File: src/core/rtca_pkg.sv
// Purpose: shared constants for the alarm-0 match unit
// Assumes: 32-bit AXI4-Lite register bus, 8-bit registers in the low bits
// Notes: offsets are byte addresses of aligned words
package rtca_pkg;
  // field count and width
  localparam int unsigned RTCA_FIELDS = 6;
  localparam int unsigned RTCA_REG_W = 8;
  // register byte offsets
  localparam logic [7:0] RTCA_OFS_ALM_SEC = 8'h00;
  localparam logic [7:0] RTCA_OFS_ALM_MIN = 8'h04;
  localparam logic [7:0] RTCA_OFS_ALM_HOUR = 8'h08;
  localparam logic [7:0] RTCA_OFS_ALM_DATE = 8'h0C;
  localparam logic [7:0] RTCA_OFS_ALM_MONTH = 8'h10;
  localparam logic [7:0] RTCA_OFS_ALM_WDAY = 8'h14;
  localparam logic [7:0] RTCA_OFS_INT_CTRL = 8'h18;
  localparam logic [7:0] RTCA_OFS_STATUS = 8'h1C;
  localparam logic [7:0] RTCA_OFS_MASK = 8'h20;
  // register indices
  localparam logic [3:0] RTCA_IDX_CTRL = 4'h6;
  localparam logic [3:0] RTCA_IDX_STATUS = 4'h7;
  localparam logic [3:0] RTCA_IDX_MASK = 4'h8;
  localparam logic [3:0] RTCA_IDX_NONE = 4'hF;
  // field positions
  localparam int unsigned RTCA_CMP_EN_BIT = 7;
  localparam int unsigned RTCA_ALM_EN_BIT = 5;
  localparam int unsigned RTCA_PULSED_BIT = 7;
  localparam int unsigned RTCA_FLAG_BIT = 0;
  // reset values
  localparam logic [7:0] RTCA_ALM_RST = 8'h00;
  localparam logic [7:0] RTCA_CTRL_RST = 8'h00;
  localparam logic [7:0] RTCA_STATUS_RST = 8'h00;
  localparam logic [7:0] RTCA_MASK_RST = 8'h00;
  // bus answers
  localparam logic [1:0] RTCA_RESP_OKAY = 2'h0;
  localparam logic [1:0] RTCA_RESP_SLVERR = 2'h2;
endpackage

File: src/core/rtca_cmp_if.sv
// Purpose: carries alarm settings and running time to the comparator
// Assumes: all signals on one clock
// Notes: field order is seconds, minutes, hours, date, month, weekday
`timescale 1ns/1ps
interface rtca_cmp_if;
  import rtca_pkg::*;
  logic [7:0] alarm [RTCA_FIELDS];
  logic [7:0] cur [RTCA_FIELDS];
  logic match;
  logic any_en;
  modport cmp (input alarm, input cur, output match, output any_en);
  modport user (output alarm, output cur, input match, input any_en);
endinterface

File: src/core/rtca_match.sv
// Purpose: compares running time against the enabled alarm fields
// Assumes: time fields in BCD, same encoding as the alarm values
// Notes: purely combinational
`timescale 1ns/1ps
module rtca_match
  import rtca_pkg::*;
(
  // comparison carrier
  rtca_cmp_if.cmp cmp_if
);
  logic [RTCA_FIELDS-1:0] hit;
  logic [RTCA_FIELDS-1:0] en;

  // a field counts when disabled or equal in its value bits
  function automatic logic field_hit(input logic [7:0] alm, input logic [7:0] cur);
    field_hit = !alm[RTCA_CMP_EN_BIT] || (alm[6:0] == cur[6:0]);
  endfunction

  // per-field enable and hit
  genvar g;
  generate
    for (g = 0; g < RTCA_FIELDS; g++) begin : g_field
      assign en[g] = cmp_if.alarm[g][RTCA_CMP_EN_BIT];
      assign hit[g] = field_hit(cmp_if.alarm[g], cmp_if.cur[g]);
    end
  endgenerate

  // no enabled field means never matching
  assign cmp_if.any_en = |en;
  assign cmp_if.match = cmp_if.any_en && (&hit);
endmodule

File: src/core/rtc_alarm_match_unit.sv
// Purpose: alarm-0 registers, match event, status flag and interrupt
// Assumes: tick_in pulses one cycle once per second from same-clock logic,
//   and the cur_* time inputs already hold the new time in that cycle
// Notes: registers over AXI4-Lite; one write and one read in flight
//
// Register access over AXI4-Lite and the register offsets were decided locally.
`timescale 1ns/1ps
// Notes on behaviour
// - field bit 7 enables compare, rest BCD
// - disabled field accepts any current value
// - alarm enable bit 5 gates all events
// - single mode fires once on entering match
// - pulsed mode fires on every matching tick
// - flag set per trigger, clearing not needed
module rtc_alarm_match_unit
  import rtca_pkg::*;
(
  // clock and reset
  input wire logic clk_in,
  input wire logic rst_n_in,
  // timekeeping side
  input wire logic tick_in,
  input wire logic [7:0] cur_seconds_in,
  input wire logic [7:0] cur_minutes_in,
  input wire logic [7:0] cur_hours_in,
  input wire logic [7:0] cur_date_in,
  input wire logic [7:0] cur_month_in,
  input wire logic [7:0] cur_weekday_in,
  // write address channel
  input wire logic s_axi_awvalid_in,
  output logic s_axi_awready_out,
  input wire logic [7:0] s_axi_awaddr_in,
  // write data channel
  input wire logic s_axi_wvalid_in,
  output logic s_axi_wready_out,
  input wire logic [31:0] s_axi_wdata_in,
  input wire logic [3:0] s_axi_wstrb_in,
  // write response channel
  output logic s_axi_bvalid_out,
  input wire logic s_axi_bready_in,
  output logic [1:0] s_axi_bresp_out,
  // read address channel
  input wire logic s_axi_arvalid_in,
  output logic s_axi_arready_out,
  input wire logic [7:0] s_axi_araddr_in,
  // read data channel
  output logic s_axi_rvalid_out,
  input wire logic s_axi_rready_in,
  output logic [31:0] s_axi_rdata_out,
  output logic [1:0] s_axi_rresp_out,
  // event outputs
  output logic alarm_event_out,
  output logic irq_out
);
  // register state
  logic [7:0] alarm_r [RTCA_FIELDS];
  logic [7:0] ctrl_r;
  logic [7:0] status_r;
  logic [7:0] status_nxt;
  logic [7:0] mask_r;
  logic match_prev_r;
  logic evt_r;
  logic irq_r;

  // bus state
  logic awready_r;
  logic wready_r;
  logic aw_have_r;
  logic w_have_r;
  logic [7:0] waddr_r;
  logic [7:0] wdata_r;
  logic wstrb0_r;
  logic bvalid_r;
  logic [1:0] bresp_r;
  logic arready_r;
  logic rvalid_r;
  logic [31:0] rdata_r;
  logic [1:0] rresp_r;

  // byte address to register index, shared by read and write
  function automatic logic [3:0] reg_index(input logic [7:0] addr);
    if (addr > RTCA_OFS_MASK) begin
      reg_index = RTCA_IDX_NONE;
    end else begin
      reg_index = addr[5:2];
    end
  endfunction

  // comparator hookup
  rtca_cmp_if cmp_bus ();
  logic [7:0] cur_time [RTCA_FIELDS];
  assign cur_time[0] = cur_seconds_in;
  assign cur_time[1] = cur_minutes_in;
  assign cur_time[2] = cur_hours_in;
  assign cur_time[3] = cur_date_in;
  assign cur_time[4] = cur_month_in;
  assign cur_time[5] = cur_weekday_in;

  genvar g;
  generate
    for (g = 0; g < RTCA_FIELDS; g++) begin : g_bind
      assign cmp_bus.alarm[g] = alarm_r[g];
      assign cmp_bus.cur[g] = cur_time[g];
    end
  endgenerate

  rtca_match u_match (
    .cmp_if(cmp_bus.cmp)
  );

  // control bits and the event decision
  wire alm_en = ctrl_r[RTCA_ALM_EN_BIT];
  wire pulsed_repeat_select = ctrl_r[RTCA_PULSED_BIT];
  wire match_now = cmp_bus.match;
  // single mode needs a fresh match so one event per match window
  wire single_ok = !pulsed_repeat_select && !match_prev_r;
  wire fire = tick_in && alm_en && match_now && (pulsed_repeat_select || single_ok);

  // write path decoding
  wire aw_hs = s_axi_awvalid_in && awready_r;
  wire w_hs = s_axi_wvalid_in && wready_r;
  wire do_write = aw_have_r && w_have_r && !bvalid_r;
  wire [3:0] widx = reg_index(waddr_r);
  wire wr_ok = (widx != RTCA_IDX_NONE);
  wire wr_en = do_write && wr_ok && wstrb0_r;
  wire [7:0] w1c = (wr_en && widx == RTCA_IDX_STATUS) ? wdata_r : 8'h00;

  // read path decoding
  wire ar_hs = s_axi_arvalid_in && arready_r;
  wire [3:0] ridx = reg_index(s_axi_araddr_in);
  logic [7:0] rd_byte;
  always_comb begin
    rd_byte = 8'h00;
    if (ridx < RTCA_IDX_CTRL) begin
      rd_byte = alarm_r[ridx[2:0]];
    end else if (ridx == RTCA_IDX_CTRL) begin
      rd_byte = ctrl_r;
    end else if (ridx == RTCA_IDX_STATUS) begin
      rd_byte = status_r;
    end else if (ridx == RTCA_IDX_MASK) begin
      rd_byte = mask_r;
    end
  end

  // sticky flag: a trigger in the clearing cycle wins
  always_comb begin
    status_nxt = status_r & ~w1c;
    status_nxt[RTCA_FLAG_BIT] = fire || (status_r[RTCA_FLAG_BIT] && !w1c[RTCA_FLAG_BIT]);
  end

  // alarm field registers
  generate
    for (g = 0; g < RTCA_FIELDS; g++) begin : g_alarm
      always_ff @(posedge clk_in or negedge rst_n_in) begin
        if (!rst_n_in) begin
          alarm_r[g] <= RTCA_ALM_RST;
        end else if (wr_en && widx == 4'(g)) begin
          alarm_r[g] <= wdata_r;
        end
      end
    end
  endgenerate

  // control and mask registers
  always_ff @(posedge clk_in or negedge rst_n_in) begin
    if (!rst_n_in) begin
      ctrl_r <= RTCA_CTRL_RST;
      mask_r <= RTCA_MASK_RST;
    end else if (wr_en) begin
      if (widx == RTCA_IDX_CTRL) ctrl_r <= wdata_r;
      if (widx == RTCA_IDX_MASK) mask_r <= wdata_r;
    end
  end

  // event, status and interrupt
  always_ff @(posedge clk_in or negedge rst_n_in) begin
    if (!rst_n_in) begin
      status_r <= RTCA_STATUS_RST;
      evt_r <= 1'b0;
      irq_r <= 1'b0;
      match_prev_r <= 1'b0;
    end else begin
      status_r <= status_nxt;
      evt_r <= fire;
      irq_r <= |(status_nxt & mask_r);
      if (tick_in) match_prev_r <= match_now;
    end
  end

  // write channels: each accepted once, in either order
  always_ff @(posedge clk_in or negedge rst_n_in) begin
    if (!rst_n_in) begin
      awready_r <= 1'b1;
      wready_r <= 1'b1;
      aw_have_r <= 1'b0;
      w_have_r <= 1'b0;
      waddr_r <= 8'h00;
      wdata_r <= 8'h00;
      wstrb0_r <= 1'b0;
      bvalid_r <= 1'b0;
      bresp_r <= RTCA_RESP_OKAY;
    end else begin
      if (aw_hs) begin
        awready_r <= 1'b0;
        aw_have_r <= 1'b1;
        waddr_r <= s_axi_awaddr_in;
      end
      if (w_hs) begin
        wready_r <= 1'b0;
        w_have_r <= 1'b1;
        wdata_r <= s_axi_wdata_in[7:0];
        wstrb0_r <= s_axi_wstrb_in[0];
      end
      if (do_write) begin
        aw_have_r <= 1'b0;
        w_have_r <= 1'b0;
        bvalid_r <= 1'b1;
        bresp_r <= wr_ok ? RTCA_RESP_OKAY : RTCA_RESP_SLVERR;
      end
      if (bvalid_r && s_axi_bready_in) begin
        bvalid_r <= 1'b0;
        awready_r <= 1'b1;
        wready_r <= 1'b1;
      end
    end
  end

  // read channel: answer one cycle after the address
  always_ff @(posedge clk_in or negedge rst_n_in) begin
    if (!rst_n_in) begin
      arready_r <= 1'b1;
      rvalid_r <= 1'b0;
      rdata_r <= 32'h00000000;
      rresp_r <= RTCA_RESP_OKAY;
    end else if (ar_hs) begin
      arready_r <= 1'b0;
      rvalid_r <= 1'b1;
      rdata_r <= {24'h000000, rd_byte};
      rresp_r <= (ridx == RTCA_IDX_NONE) ? RTCA_RESP_SLVERR : RTCA_RESP_OKAY;
    end else if (rvalid_r && s_axi_rready_in) begin
      rvalid_r <= 1'b0;
      arready_r <= 1'b1;
    end
  end

  // outputs straight from flops
  assign s_axi_awready_out = awready_r;
  assign s_axi_wready_out = wready_r;
  assign s_axi_bvalid_out = bvalid_r;
  assign s_axi_bresp_out = bresp_r;
  assign s_axi_arready_out = arready_r;
  assign s_axi_rvalid_out = rvalid_r;
  assign s_axi_rdata_out = rdata_r;
  assign s_axi_rresp_out = rresp_r;
  assign alarm_event_out = evt_r;
  assign irq_out = irq_r;

  // independent match model for checking, built from raw fields
  logic [RTCA_FIELDS-1:0] chk_ok;
  logic [RTCA_FIELDS-1:0] chk_en;
  generate
    for (g = 0; g < RTCA_FIELDS; g++) begin : g_chk
      assign chk_en[g] = alarm_r[g][7];
      // any field with bit 7 clear is a wildcard, not only an all-zero one
      assign chk_ok[g] = !chk_en[g] || (alarm_r[g][6:0] == cur_time[g][6:0]);
    end
  endgenerate
  wire chk_match = (|chk_en) && (&chk_ok);

  // seconds enabled but wrong means no event
  property p_sec_mismatch;
    @(posedge clk_in) disable iff (!rst_n_in)
    (tick_in && alarm_r[0][7] && (alarm_r[0][6:0] != cur_seconds_in[6:0])) |=> !evt_r;
  endproperty
  a_sec_mismatch: assert property (p_sec_mismatch)
    else $error("event despite seconds mismatch");

  // disabled fields never block a pulsed match
  property p_disabled_field;
    @(posedge clk_in) disable iff (!rst_n_in)
    (tick_in && alm_en && pulsed_repeat_select && chk_match) |=> evt_r;
  endproperty
  a_disabled_field: assert property (p_disabled_field)
    else $error("disabled field blocked a match");

  // no events while alarm enable is clear
  property p_enable_gate;
    @(posedge clk_in) disable iff (!rst_n_in)
    (tick_in && !alm_en) |=> !evt_r && !$rose(status_r[0]);
  endproperty
  a_enable_gate: assert property (p_enable_gate)
    else $error("event with alarm disabled");

  // single mode: no second event while still matching
  property p_single_once;
    @(posedge clk_in) disable iff (!rst_n_in)
    (tick_in && !pulsed_repeat_select && match_prev_r) |=> !evt_r;
  endproperty
  a_single_once: assert property (p_single_once)
    else $error("repeated event in single mode");

  // single mode: fresh match fires within one cycle
  property p_single_fire;
    @(posedge clk_in) disable iff (!rst_n_in)
    (tick_in && alm_en && !pulsed_repeat_select && !match_prev_r && chk_match)
      |=> evt_r ##0 status_r[0];
  endproperty
  a_single_fire: assert property (p_single_fire)
    else $error("single alarm missed");

  // pulsed mode: consecutive matching ticks each fire
  property p_pulsed_repeat;
    @(posedge clk_in) disable iff (!rst_n_in)
    (tick_in && alm_en && pulsed_repeat_select && match_now && match_prev_r) |=> evt_r;
  endproperty
  a_pulsed_repeat: assert property (p_pulsed_repeat)
    else $error("pulsed alarm did not repeat");

  // every event leaves the flag set, even during a clear
  property p_flag_set;
    @(posedge clk_in) disable iff (!rst_n_in)
    evt_r |-> status_r[0];
  endproperty
  a_flag_set: assert property (p_flag_set)
    else $error("event without status flag");

  // all fields disabled: never an event
  property p_none_enabled;
    @(posedge clk_in) disable iff (!rst_n_in)
    (chk_en == '0) |=> !evt_r;
  endproperty
  a_none_enabled: assert property (p_none_enabled)
    else $error("event with no field enabled");

  // interrupt changes with the flag in the same cycle, but with a mask change one cycle later
  property p_irq_follow;
    @(posedge clk_in) disable iff (!rst_n_in)
    ##1 (irq_r == |(status_r & $past(mask_r)));
  endproperty
  a_irq_follow: assert property (p_irq_follow)
    else $error("interrupt level wrong");

  // read answer exactly one cycle after address
  property p_read_latency;
    @(posedge clk_in) disable iff (!rst_n_in)
    ar_hs |=> rvalid_r;
  endproperty
  a_read_latency: assert property (p_read_latency)
    else $error("read answer late");
endmodule

File: config.mk
export PLATFORM = sky130hd
export DESIGN_NAME = rtc_alarm_match_unit
export DESIGN_NICKNAME = d
export VERILOG_FILES = /design/src/core/rtca_pkg.sv /design/src/core/rtca_cmp_if.sv /design/src/core/rtca_match.sv /design/src/core/rtc_alarm_match_unit.sv
export SDC_FILE = /design/constraint.sdc
export NUM_CORES = 1
export LEC_CHECK = 0
export BUFFER_PORTS_ARGS = -buffer_cell sky130_fd_sc_hd__buf_2
export CAP_MARGIN = 25
export CORE_MARGIN = 1
export CORE_UTILIZATION = 44
export CTS_CLUSTER_SIZE = 24
export DETAILED_ROUTE_END_ITERATION = 7
export PLACE_DENSITY = 0.68
export SYNTH_ARGS = -nofsm -noshare
export SYNTH_HDL_FRONTEND = slang
export SYNTH_SLANG_ARGS = --single-unit
export TNS_END_PERCENT = 20
File: constraint.sdc
create_clock -name clk_in -period 2.25 [get_ports clk_in]
set_input_delay 0.45 -clock clk_in [delete_from_list [all_inputs] [get_ports clk_in]]
set_output_delay 0.45 -clock clk_in [all_outputs]
set_load 0.02 [all_outputs]
==> summary.txt, run 1 <==
Clocking
  – Clock root buffer: clkbuf_16
  – Clock Sinks: 109
  – H-Tree Level Count: 3
  – Post-CTS sizing: 0
  – Cts bufs inserted: 9
  – Max Root-Sink Buffers: 2
  – Clock transition at path regs: 70 ps
  – Post-CTS setup buffer count: 0
  – Later-pin clock latency in the skew report: 350 ps
  – # hold bufs at CTS: 0
  – TritonCTS clock tree: built

Timing
  – Worst Clk Skew: 10.8 ps
  – Final period util: 87.9%
  – Slew @ Worst Pin: 556 ps
  – Final setup viols: 0
  – Fmax: 0.506 GHz
  – Final WS setup: 273 ps
  – Post-layout min period: 1980 ps
  – Final hold viol count: 0
  – RSZ-0062 raised after global routing: false
  – Relative slew slack: 63.0%
  – Slew Limit Fails: 0

Route
  – 1st-pass router iterations: 4
  – Vias after detailed routing: 4,305
  – Initial DRC Count: 273
  – Wire length on met3: 896 um
  – Wl on met1: 6540 um
  – Top Layer Used: met4
  – Antenna viol nets, final: 0
  – Routed length on met2: 6820 um
  – Drt wl/cell: 18.3 um
  – Via density: 5.39
  – Total routed wirelength: 14,600 um
  – DR DRC count: 0

Setup path
  – CP bufs+invs: 0
  – Slowest stage delay, CP: 470 ps
  – Cell Chain, Critical Path: xnor2_1, nand4_1, o41ai_1, nand3_1, o31ai_1
  – Worst setup SP type: register
  – Kind of critical path: reg -> reg
  – Crit path required time: 2470 ps
  – CP Capture Type: register
  – Critical path's top delay family: compound AO/OA/AOI/OAI gates
  – Max stage delay cell, worst path: o41ai_1
  – CP Data Arrival Time: 2200 ps
  – CP Max Fanout: 3

Synth
  – Synthesized flop and latch total: 109
  – Post-synthesis async set-or-reset flop share: 100%
  – Area leader, netlist: dfrtp_1
  – Main synth FF type: dfrtp_1
  – Cell Area, Synth: 0.00588 mm2
  – Yosys top cell area share: 45.1%
  – Post-synthesis sequential area ratio: 46.4%
  – Ys Warns: 0
  – Synth top cells by count: 106 x dfrtp_1, 89 x mux2_2, 40 x nand2_1
  – Ranking of synthesized cells by area: dfrtp_1 45%, mux2_2 17%, buf_4 3.3%
  – Library cells used by synthesis: 52
  – EDFF count, synth: 0
  – Most common cell in the netlist: dfrtp_1
  – Avg Inst Size Synth: 11.5 um2
  – Cell count after synthesis: 513

Global route
  – Initial antenna violation count: 0
  – GRT overflow: 0
  – Pin count of the biggest net entering global routing: 41
  – Vias in the first global route: 4,315
  – First-pass GRT wire length: 23,400 um
  – Global-route usage over all layers: 22.0%

Layout
  – Ant diodes: 0
  – Fillers: 1,122
  – Final nets: 729
  – Share of layout cells above drive strength 1: 37.9%
  – Area grow syn2layout: 16.8%

Place
  – Dpl ws: -47.2 ps
  – Dpl hpwl: 11,000 um
  – RD Place Congestion: 0.905
  – PortBufs: 91

Floorplanning
  – Ports: 151
  – Chip Width: 118 um
  – Area of the die: 0.0138 mm2
  – Chip Height: 118 um
  – Initial Util: 45.9%
  – FP Rows: 41
  – Core ar.: 0.0128 mm2

Hold path
  – Worst hold path class: in -> async

Power
  – Power per Cell Area: 867 mW/mm2
  – P_sw: 0.00206 W
  – P_leak: 3.21 nW
  – Pwr Total: 0.00596 W
  – Max IR drop VDD: 0.000646 V
  – Clock share of power: 24.2%
  – Sw frac: 34.6%
  – Flop pwr share: 47.2%
  – P_int: 0.00389 W
  – Gate power share: 28.5%

Outcome
  – Status: completed

Flow run
  – Max Cap Violations: 0
## per-layer routing
| metal | GRT usage (%) | vias up |
|---|---|---|
| met3 | 4.89 | 26 |
| li1 | - | 2032 |
| met5 | 0 | - |
| met1 | 29.6 | 2093 |
| met2 | 35.2 | 154 |
| met4 | 7.21 | 0 |
## worst reg2reg max path: stages (launching register included)
cell	delay, ps
dfrtp_1	410
xnor2_1	170
nand4_1	150
o41ai_1	470
nand3_1	250
o31ai_1	410
## registers in the layout (all words and copies together), names as in the netlist
signal and cells:
s_axi_rdata_out 8, s_axi_rresp_out 1, wdata_r 8, s_axi_bvalid_out 1, wstrb0_r 1, alarm_event_out 1
s_axi_arready_out 1, s_axi_rvalid_out 1, match_prev_r 1, s_axi_bresp_out 1, irq_out 1, alarm_r 48
s_axi_awready_out 1, mask_r 8, aw_have_r 1, status_r 8, w_have_r 1, waddr_r 8
s_axi_wready_out 1, ctrl_r 8
## area by class of cell
cell class	count	area, um2	area share [%]
clock buffer	14	244	3.55
clock inverter	2	12.5	0.182
inverter	7	26.3	0.382
multi-input combinational	374	2920	42.4
sequential	109	2730	39.7
tap	172	215	3.13
timing repair buffer	120	726	10.6
## per-stage QoR
| step | area [um2] | util [%] | TNS (ps) | std cells | hold slack [ps] |
|---|---|---|---|---|---|
| final | 6870 | 53.6 | 0 | 798 | 85.4 |
| after global routing | 6870 | 53.6 | 0 | 798 | 116 |
| after CTS | 6870 | 53.6 | 0 | 798 | 104 |
| after detailed placement | 6620 | 51.6 | -137 | 782 | 479 |
| after global placement | 6620 | 51.6 | -159 | 782 | 469 |
| after floorplan | 5980 | - | 0 | 538 | 154 |
## path summary, 6_finish.rpt
path / from / endpoint / slack, ps / depth (start not counted)
setup reg to reg: alarm_r[43] / irq_out / 270 / 5
min in group clk_in: s_axi_wvalid_in / s_axi_wready_out / 260 / 2
hold reg to reg: s_axi_bresp_out[1] / s_axi_bresp_out[1] / 490 / 2
hold / removal: rst_n_in / alarm_r[44] / 90 / 1
setup / recovery: alarm_r[43] / irq_out / 270 / 5
max in group asynchronous: rst_n_in / s_axi_awready_out / 1480 / 2
## power groups by stage
stage | clock network, W | logic [W] | registers [W]
floorplan | 0 | 0.000998 | 0.00280
global placement | 0 | 0.00167 | 0.00283
detailed placement | 0 | 0.00171 | 0.00284
CTS | 0.00145 | 0.00171 | 0.00281
global route | 0.00154 | 0.00183 | 0.00287
finish | 0.00144 | 0.00170 | 0.00281
## kinds of logic (layout without fill, tap and decap cells)
kind of cell    count (synthesis)  count (layout)  share of synthesized area [%]
flops                         109             109                           46.4
other cells                     1              26                         0.0638
mux                            90              90                           17.2
compound gates                 93              93                           12.5
xor+xnor                       42              42                           6.25
buf+inv                        55             143                           5.57
simple gates                  123             123                           11.9
## cell usage in the layout (no fill, tap or decap), types with 9 or more instances in the layout
cell       count
nor3b_1       16
a211o_1       10
nand2_1       40
a31oi_1       14
xor2_1        22
conb_1        26
o21ai_0       15
buf_4         26
dfrtp_1      106
and2_1        11
clkbuf_16      9
nor2b_1       10
mux2_2        89
buf_2         90
xnor2_1       20
No activity file was read; power rests on OpenSTA's default activity.
==> run 2, diff against run 1 <==
--- a/config.mk
+++ b/config.mk
@@ -7,8 +7,10 @@
 export LEC_CHECK = 0
 export BUFFER_PORTS_ARGS = -buffer_cell sky130_fd_sc_hd__buf_2
 export CAP_MARGIN = 25
+export CORE_ASPECT_RATIO = 1.2
 export CORE_MARGIN = 1
 export CORE_UTILIZATION = 44
+export CTS_BUF_LIST = sky130_fd_sc_hd__clkbuf_4 sky130_fd_sc_hd__clkbuf_8
 export CTS_CLUSTER_SIZE = 24
 export DETAILED_ROUTE_END_ITERATION = 7
 export PLACE_DENSITY = 0.68
==> run 2 against run 1 <==
Against the previous run: combinational power fell by 5%; core utilization down 0.59 points; largest power group unchanged; first-iteration DRC count is 18% lower; sequential share of layout area grew 0.40 points; register-to-register slack better by 20 ps; global-route usage grew 0.65 points; sequential cell count stayed put; clock skew grew 4.5 ps; worst hold slack lost 45 ps; total power shrank 3.5%; critical path depth rose by 1; sequential power increased by 2%.
==> summary.txt, run 2 (synthesis gave the netlist of run 1 again) <==
Global route
  – First-pass GRT wire length: 23,500 um
  – Vias in the first global route: 4,466
  – Global-route usage over all layers: 22.7%
  – Pin count of the biggest net entering global routing: 41
  – Initial antenna violation count: 0
  – GRT overflow: 0

Timing
  – Post-layout min period: 2010 ps
  – Final setup viols: 0
  – Slew Limit Fails: 0
  – Final period util: 89.4%
  – Setup tns final: 0 ps
  – Final hold viol count: 0
  – Worst Clk Skew: 15.3 ps
  – RSZ-0062 raised after global routing: false
  – Relative slew slack: 62.7%
  – Fmax: 0.497 GHz
  – Slew @ Worst Pin: 560 ps

Clocking
  – Post-CTS sizing: 0
  – Clock root buffer: clkbuf_8
  – Post-CTS setup buffer count: 0
  – Max Root-Sink Buffers: 2
  – Clock transition at path regs: 110 ps
  – Later-pin clock latency in the skew report: 390 ps
  – Cts bufs inserted: 9
  – Clock Sinks: 109
  – # hold bufs at CTS: 0
  – H-Tree Level Count: 3
  – TritonCTS clock tree: built

Setup path
  – Reg2reg setup slack: 290 ps
  – Kind of critical path: in -> reg
  – FF-to-FF path depth: 5
  – CP Data Arrival Time: 2270 ps
  – CP Capture Type: register
  – Worst setup SP type: input port
  – Worst r2r dst: alarm_r[27]
  – CP Max Fanout: 8
  – RR Startpoint: waddr_r[5]
  – Crit path required time: 2510 ps
  – Setup crit start: s_axi_araddr_in[0]

Route
  – Via density: 5.51
  – DR DRC count: 0
  – Vias after detailed routing: 4,353
  – Total routed wirelength: 14,800 um
  – Initial DRC Count: 223
  – 1st-pass router iterations: 5
  – Antenna viol nets, final: 0
  – Drt wl/cell: 18.8 um

Floorplanning
  – Area of the die: 0.0138 mm2
  – Chip Height: 129 um
  – Core ar.: 0.0128 mm2
  – FP Rows: 45
  – Ports: 151
  – Chip Width: 108 um
  – Initial Util: 45.8%

Layout
  – Final nets: 729
  – Fillers: 1,130
  – Fin area: 0.00680 mm2
  – Area grow syn2layout: 15.7%
  – Most frequent cells in the layout: 106 x dfrtp_1, 90 x buf_2, 89 x mux2_2, 40 x nand2_1, 27 x buf_4
  – Largest register FFs: 48
  – Top reg by flops: alarm_r
  – Utilization after layout: 53.0%
  – Most common library cell in the layout ignoring fill and taps: dfrtp_1
  – Share of layout cells above drive strength 1: 38.7%
  – Ant diodes: 0

Power
  – Power per Cell Area: 845 mW/mm2
  – Max IR drop VDD: 0.000359 V
  – P_leak: 3.19 nW

Place
  – PortBufs: 91
  – Post-place instance area: 0.00659 mm2
  – Dpl hpwl: 11,200 um
  – RD Place Congestion: 0.920

Flow run
  – Max Cap Violations: 0

Outcome
  – Status: completed

Hold path
  – Worst hold path class: in -> async
run 2: changes by cell type in the layout (fill, tap and decap cells not counted):
cell,change
clkbuf_16,-9
clkbuf_1,-5
clkinv_2,-1
buf_4,+1
clkbuf_8,+10
clkinv_4,+4
bufinv_16,+1
buf_12,-1
run 2: critical path: stages:
cell,delay (ps)
buf_2,100
or4_4,530
a211o_1,430
a211oi_1,460
a211o_1,190
a31oi_1,100
run 2: routing by layer:
layer / vias to the layer above / part of all wire, % / GRT usage, % / wire length [um]
met4: 0 / 4.4 / 12.3 / 659
met5: - / 0 / 0 / 0
met2: 135 / 49 / 38.8 / 7340
met3: 32 / 4.0 / 2.94 / 593
li1: 2023 / - / - / -
met1: 2163 / 42 / 27.8 / 6250
run 2: how the worst max path moves through the flow:
stage	to	slack, ps	cells after the start
floorplan	s_axi_rdata_out[5]	130	7
global placement	s_axi_rdata_out[3]	-130	7
detailed placement	s_axi_rdata_out[3]	-150	7
CTS	s_axi_rdata_out[3]	250	7
global route	alarm_r[45]	120	5
finish	s_axi_rdata_out[2]	240	6
run 2: where the power goes:
group | internal, W | switching (W)
registers | 0.00238 | 0.000504
clock network | 0.000553 | 0.000695
logic | 0.000733 | 0.000883
total | 0.00367 | 0.00208
run 2: final cells by class:
type | count | area, um2 | area share (%)
Clock inverter | 6 | 72.6 | 1.07
Clock buffer | 10 | 138 | 2.02
Timing Repair Buffer | 120 | 713 | 10.5
Multi-Input combinational cell | 374 | 2920 | 42.9
Inverter | 7 | 26.3 | 0.386
Sequential cell | 109 | 2730 | 40.2
Tap cell | 164 | 205 | 3.02
run 2: metrics by stage:
stage	cells	worst slack [ps]	hold WS (ps)	total power, W
detailed placement	774	-147	475	0.00454
global placement	774	-131	457	0.00447
global route	790	117	72.6	0.00606
CTS	790	247	58.7	0.00577
finish	790	239	40.3	0.00575
floorplan	538	133	154	0.00379
==> run 3, diff against run 2 <==
--- a/config.mk
+++ b/config.mk
@@ -5,6 +5,7 @@
 export SDC_FILE = /design/constraint.sdc
 export NUM_CORES = 1
 export LEC_CHECK = 0
+export ABC_AREA = 1
 export BUFFER_PORTS_ARGS = -buffer_cell sky130_fd_sc_hd__buf_2
 export CAP_MARGIN = 25
 export CORE_ASPECT_RATIO = 1.2
==> run 3 against run 2 <==
Against the previous run: total power is 1.0% lower; final cell count up 37%; count of clock-buffer cells in the layout did not move; area after synthesis up 2.4%; clock power is 10% higher; combinational power rose by 6%; core utilization down 1.5 points; die area up 2.3%; via count grew 21%; sequential share of layout area shrank 0.23 points; critical endpoint is now alarm_r[33]; largest power group unchanged; highest routed layer unchanged.
==> summary.txt, run 3 <==
Outcome
  – Status: completed

Synth
  – Ys Warns: 0
  – Synth top cells by count: 296 x nand2_1, 106 x dfrtp_1, 90 x inv_1
  – Avg Inst Size Synth: 7.40 um2
  – Library cells used by synthesis: 32
  – EDFF count, synth: 0
  – Yosys top cell area share: 44.1%
  – Cell Area, Synth: 0.00602 mm2
  – Main synth FF type: dfrtp_1
  – Cell count after synthesis: 814
  – Most common cell in the netlist: nand2_1
  – Synthesized flop and latch total: 109
  – Post-synthesis async set-or-reset flop share: 100%
  – Area leader, netlist: dfrtp_1
  – Ranking of synthesized cells by area: dfrtp_1 44%, nand2_1 18%, nand3_1 5.9%
  – Post-synthesis sequential area ratio: 45.4%

Clocking
  – Clock transition at path regs: 110 ps
  – Post-CTS setup buffer count: 0
  – Post-CTS sizing: 0
  – H-Tree Level Count: 3
  – TritonCTS clock tree: built
  – Cts bufs inserted: 9
  – Max Root-Sink Buffers: 2
  – Clock Sinks: 109
  – # hold bufs at CTS: 0
  – Later-pin clock latency in the skew report: 400 ps
  – Clock root buffer: clkbuf_8

Place
  – Dpl hpwl: 10,800 um
  – RD Place Congestion: 0.865
  – Dpl ws: 233 ps
  – PortBufs: 91

Global route
  – Global-route usage over all layers: 21.8%
  – Vias in the first global route: 4,733
  – GRT overflow: 0
  – Initial antenna violation count: 0
  – First-pass GRT wire length: 23,100 um
  – Pin count of the biggest net entering global routing: 110

Setup path
  – Kind of critical path: reg -> reg
  – Crit path required time: 2530 ps
  – Worst r2r dst: alarm_r[33]
  – CP Max Fanout: 16
  – RR Startpoint: waddr_r[2]
  – CP Data Arrival Time: 2280 ps
  – Reg2reg setup slack: 250 ps
  – CP Capture Type: register
  – Worst setup SP type: register
  – FF-to-FF path depth: 10

Floorplanning
  – Chip Height: 130 um
  – Chip Width: 109 um
  – FP Rows: 46
  – Initial Util: 45.3%
  – Area of the die: 0.0142 mm2
  – Ports: 151
  – Core ar.: 0.0133 mm2

Timing
  – Post-layout min period: 2000 ps
  – Fmax: 0.500 GHz
  – RSZ-0062 raised after global routing: false
  – Final WS setup: 248 ps
  – Slew Limit Fails: 0
  – Final period util: 89.0%
  – Setup tns final: 0 ps
  – Hold_ws: 89.9 ps
  – Slew @ Worst Pin: 607 ps
  – Final hold viol count: 0
  – Relative slew slack: 59.5%
  – Final setup viols: 0
  – Worst Clk Skew: 18.0 ps

Layout
  – Largest register FFs: 48
  – Final nets: 1,018
  – Share of layout cells above drive strength 1: 16.7%
  – Top reg by flops: alarm_r
  – Most common library cell in the layout ignoring fill and taps: nand2_1
  – Most frequent cells in the layout: 296 x nand2_1, 106 x dfrtp_1, 90 x inv_1, 90 x buf_2, 71 x nand3_1
  – Area grow syn2layout: 13.7%
  – Ant diodes: 0

Route
  – Initial DRC Count: 325
  – Via density: 4.86
  – 1st-pass router iterations: 5
  – Antenna viol nets, final: 0
  – Drt wl/cell: 13.5 um
  – DR DRC count: 0
  – Vias after detailed routing: 5,267
  – Total routed wirelength: 14,600 um

Power
  – P_leak: 3.51 nW
  – Power per Cell Area: 831 mW/mm2
  – Max IR drop VDD: 0.000632 V

Hold path
  – Worst hold path class: in -> async

Flow run
  – Max Cap Violations: 0
-- run 3: cell count changes in the layout (fill, tap and decap cells not counted), sizes merged, moves of 13 or more --
cell	change
nand2	+262
mux2	-88
inv	+86
o21ai	+72
nand3	+65
nor2	+41
xor2	-18
nor3b	-16
a31oi	-14
a21oi	+13
-- run 3: how the worst max path moves through the flow --
stage                             startpoint  slack (ps)                  to
after floorplan                   waddr_r[6]         340           ctrl_r[6]
after global placement    s_axi_araddr_in[7]         270  s_axi_rdata_out[1]
after detailed placement          waddr_r[6]         230         alarm_r[19]
after CTS                         waddr_r[2]         230         alarm_r[19]
after global routing              waddr_r[6]          20         alarm_r[34]
final                             waddr_r[2]         250         alarm_r[33]
-- run 3: layout make-up --
type                       count  area, um2
clock buffer                  10        138
clock inverter                 6       92.6
fill                        1356       6450
inverter                      94        353
multi-input combinational    588       2710
sequential                   109       2730
tap                          168        210
timing repair buffer         108        611
-- run 3: critical path, stage by stage (launching register included) --
cell and delay [ps]:
dfrtp_1 440, nor2_1 160, nand2_1 80, nor2_2 130, nor2_4 70, nor2_2 130, nand2_2 90, nor4_4 290
nand2_2 290, nand2_1 130, o21ai_1 70
-- run 3: power breakdown --
group | internal [W] | switching [W] | leakage, nW
clock network | 0.000665 | 0.000711 | 0.110
registers | 0.00232 | 0.000283 | 1.46
logic | 0.000514 | 0.00119 | 1.94
total | 0.00350 | 0.00219 | 3.51
-- run 3: metrics by stage --
step / area, um2 / cells / utilization [%] / power (W)
finish: 6840 / 1083 / 51.5 / 0.00569
global route: 6840 / 1083 / 51.5 / 0.00602
CTS: 6840 / 1083 / 51.5 / 0.00572
detailed placement: 6610 / 1067 / 49.7 / 0.00436
global placement: 6610 / 1067 / 49.7 / 0.00432
floorplan: 6110 / 839 / - / 0.00374
-- run 3: logic make-up (layout without fill, tap and decap cells) --
family / after synthesis / count (layout) / share of synthesized area [%]
and+or+nand+nor: 443 / 443 / 32.0
DFF: 109 / 109 / 45.4
AOI/OAI and AO/OA: 106 / 106 / 9.39
buffers and inverters: 142 / 218 / 11.2
xor gates and xnor gates: 12 / 12 / 1.75
muxes: 1 / 1 / 0.187
other: 1 / 26 / 0.0623
-- run 3: routing by layer --
layer  part of all wire, %  wire length [um]  up-vias  track usage, %
met5                     0                 0        -               0
met4                   2.7               395        0            9.22
met3                   4.3               629       29            2.70
met2                    49              7110      147            37.1
met1                    44              6510     2376            27.9
li1                      -                 -     2715               -
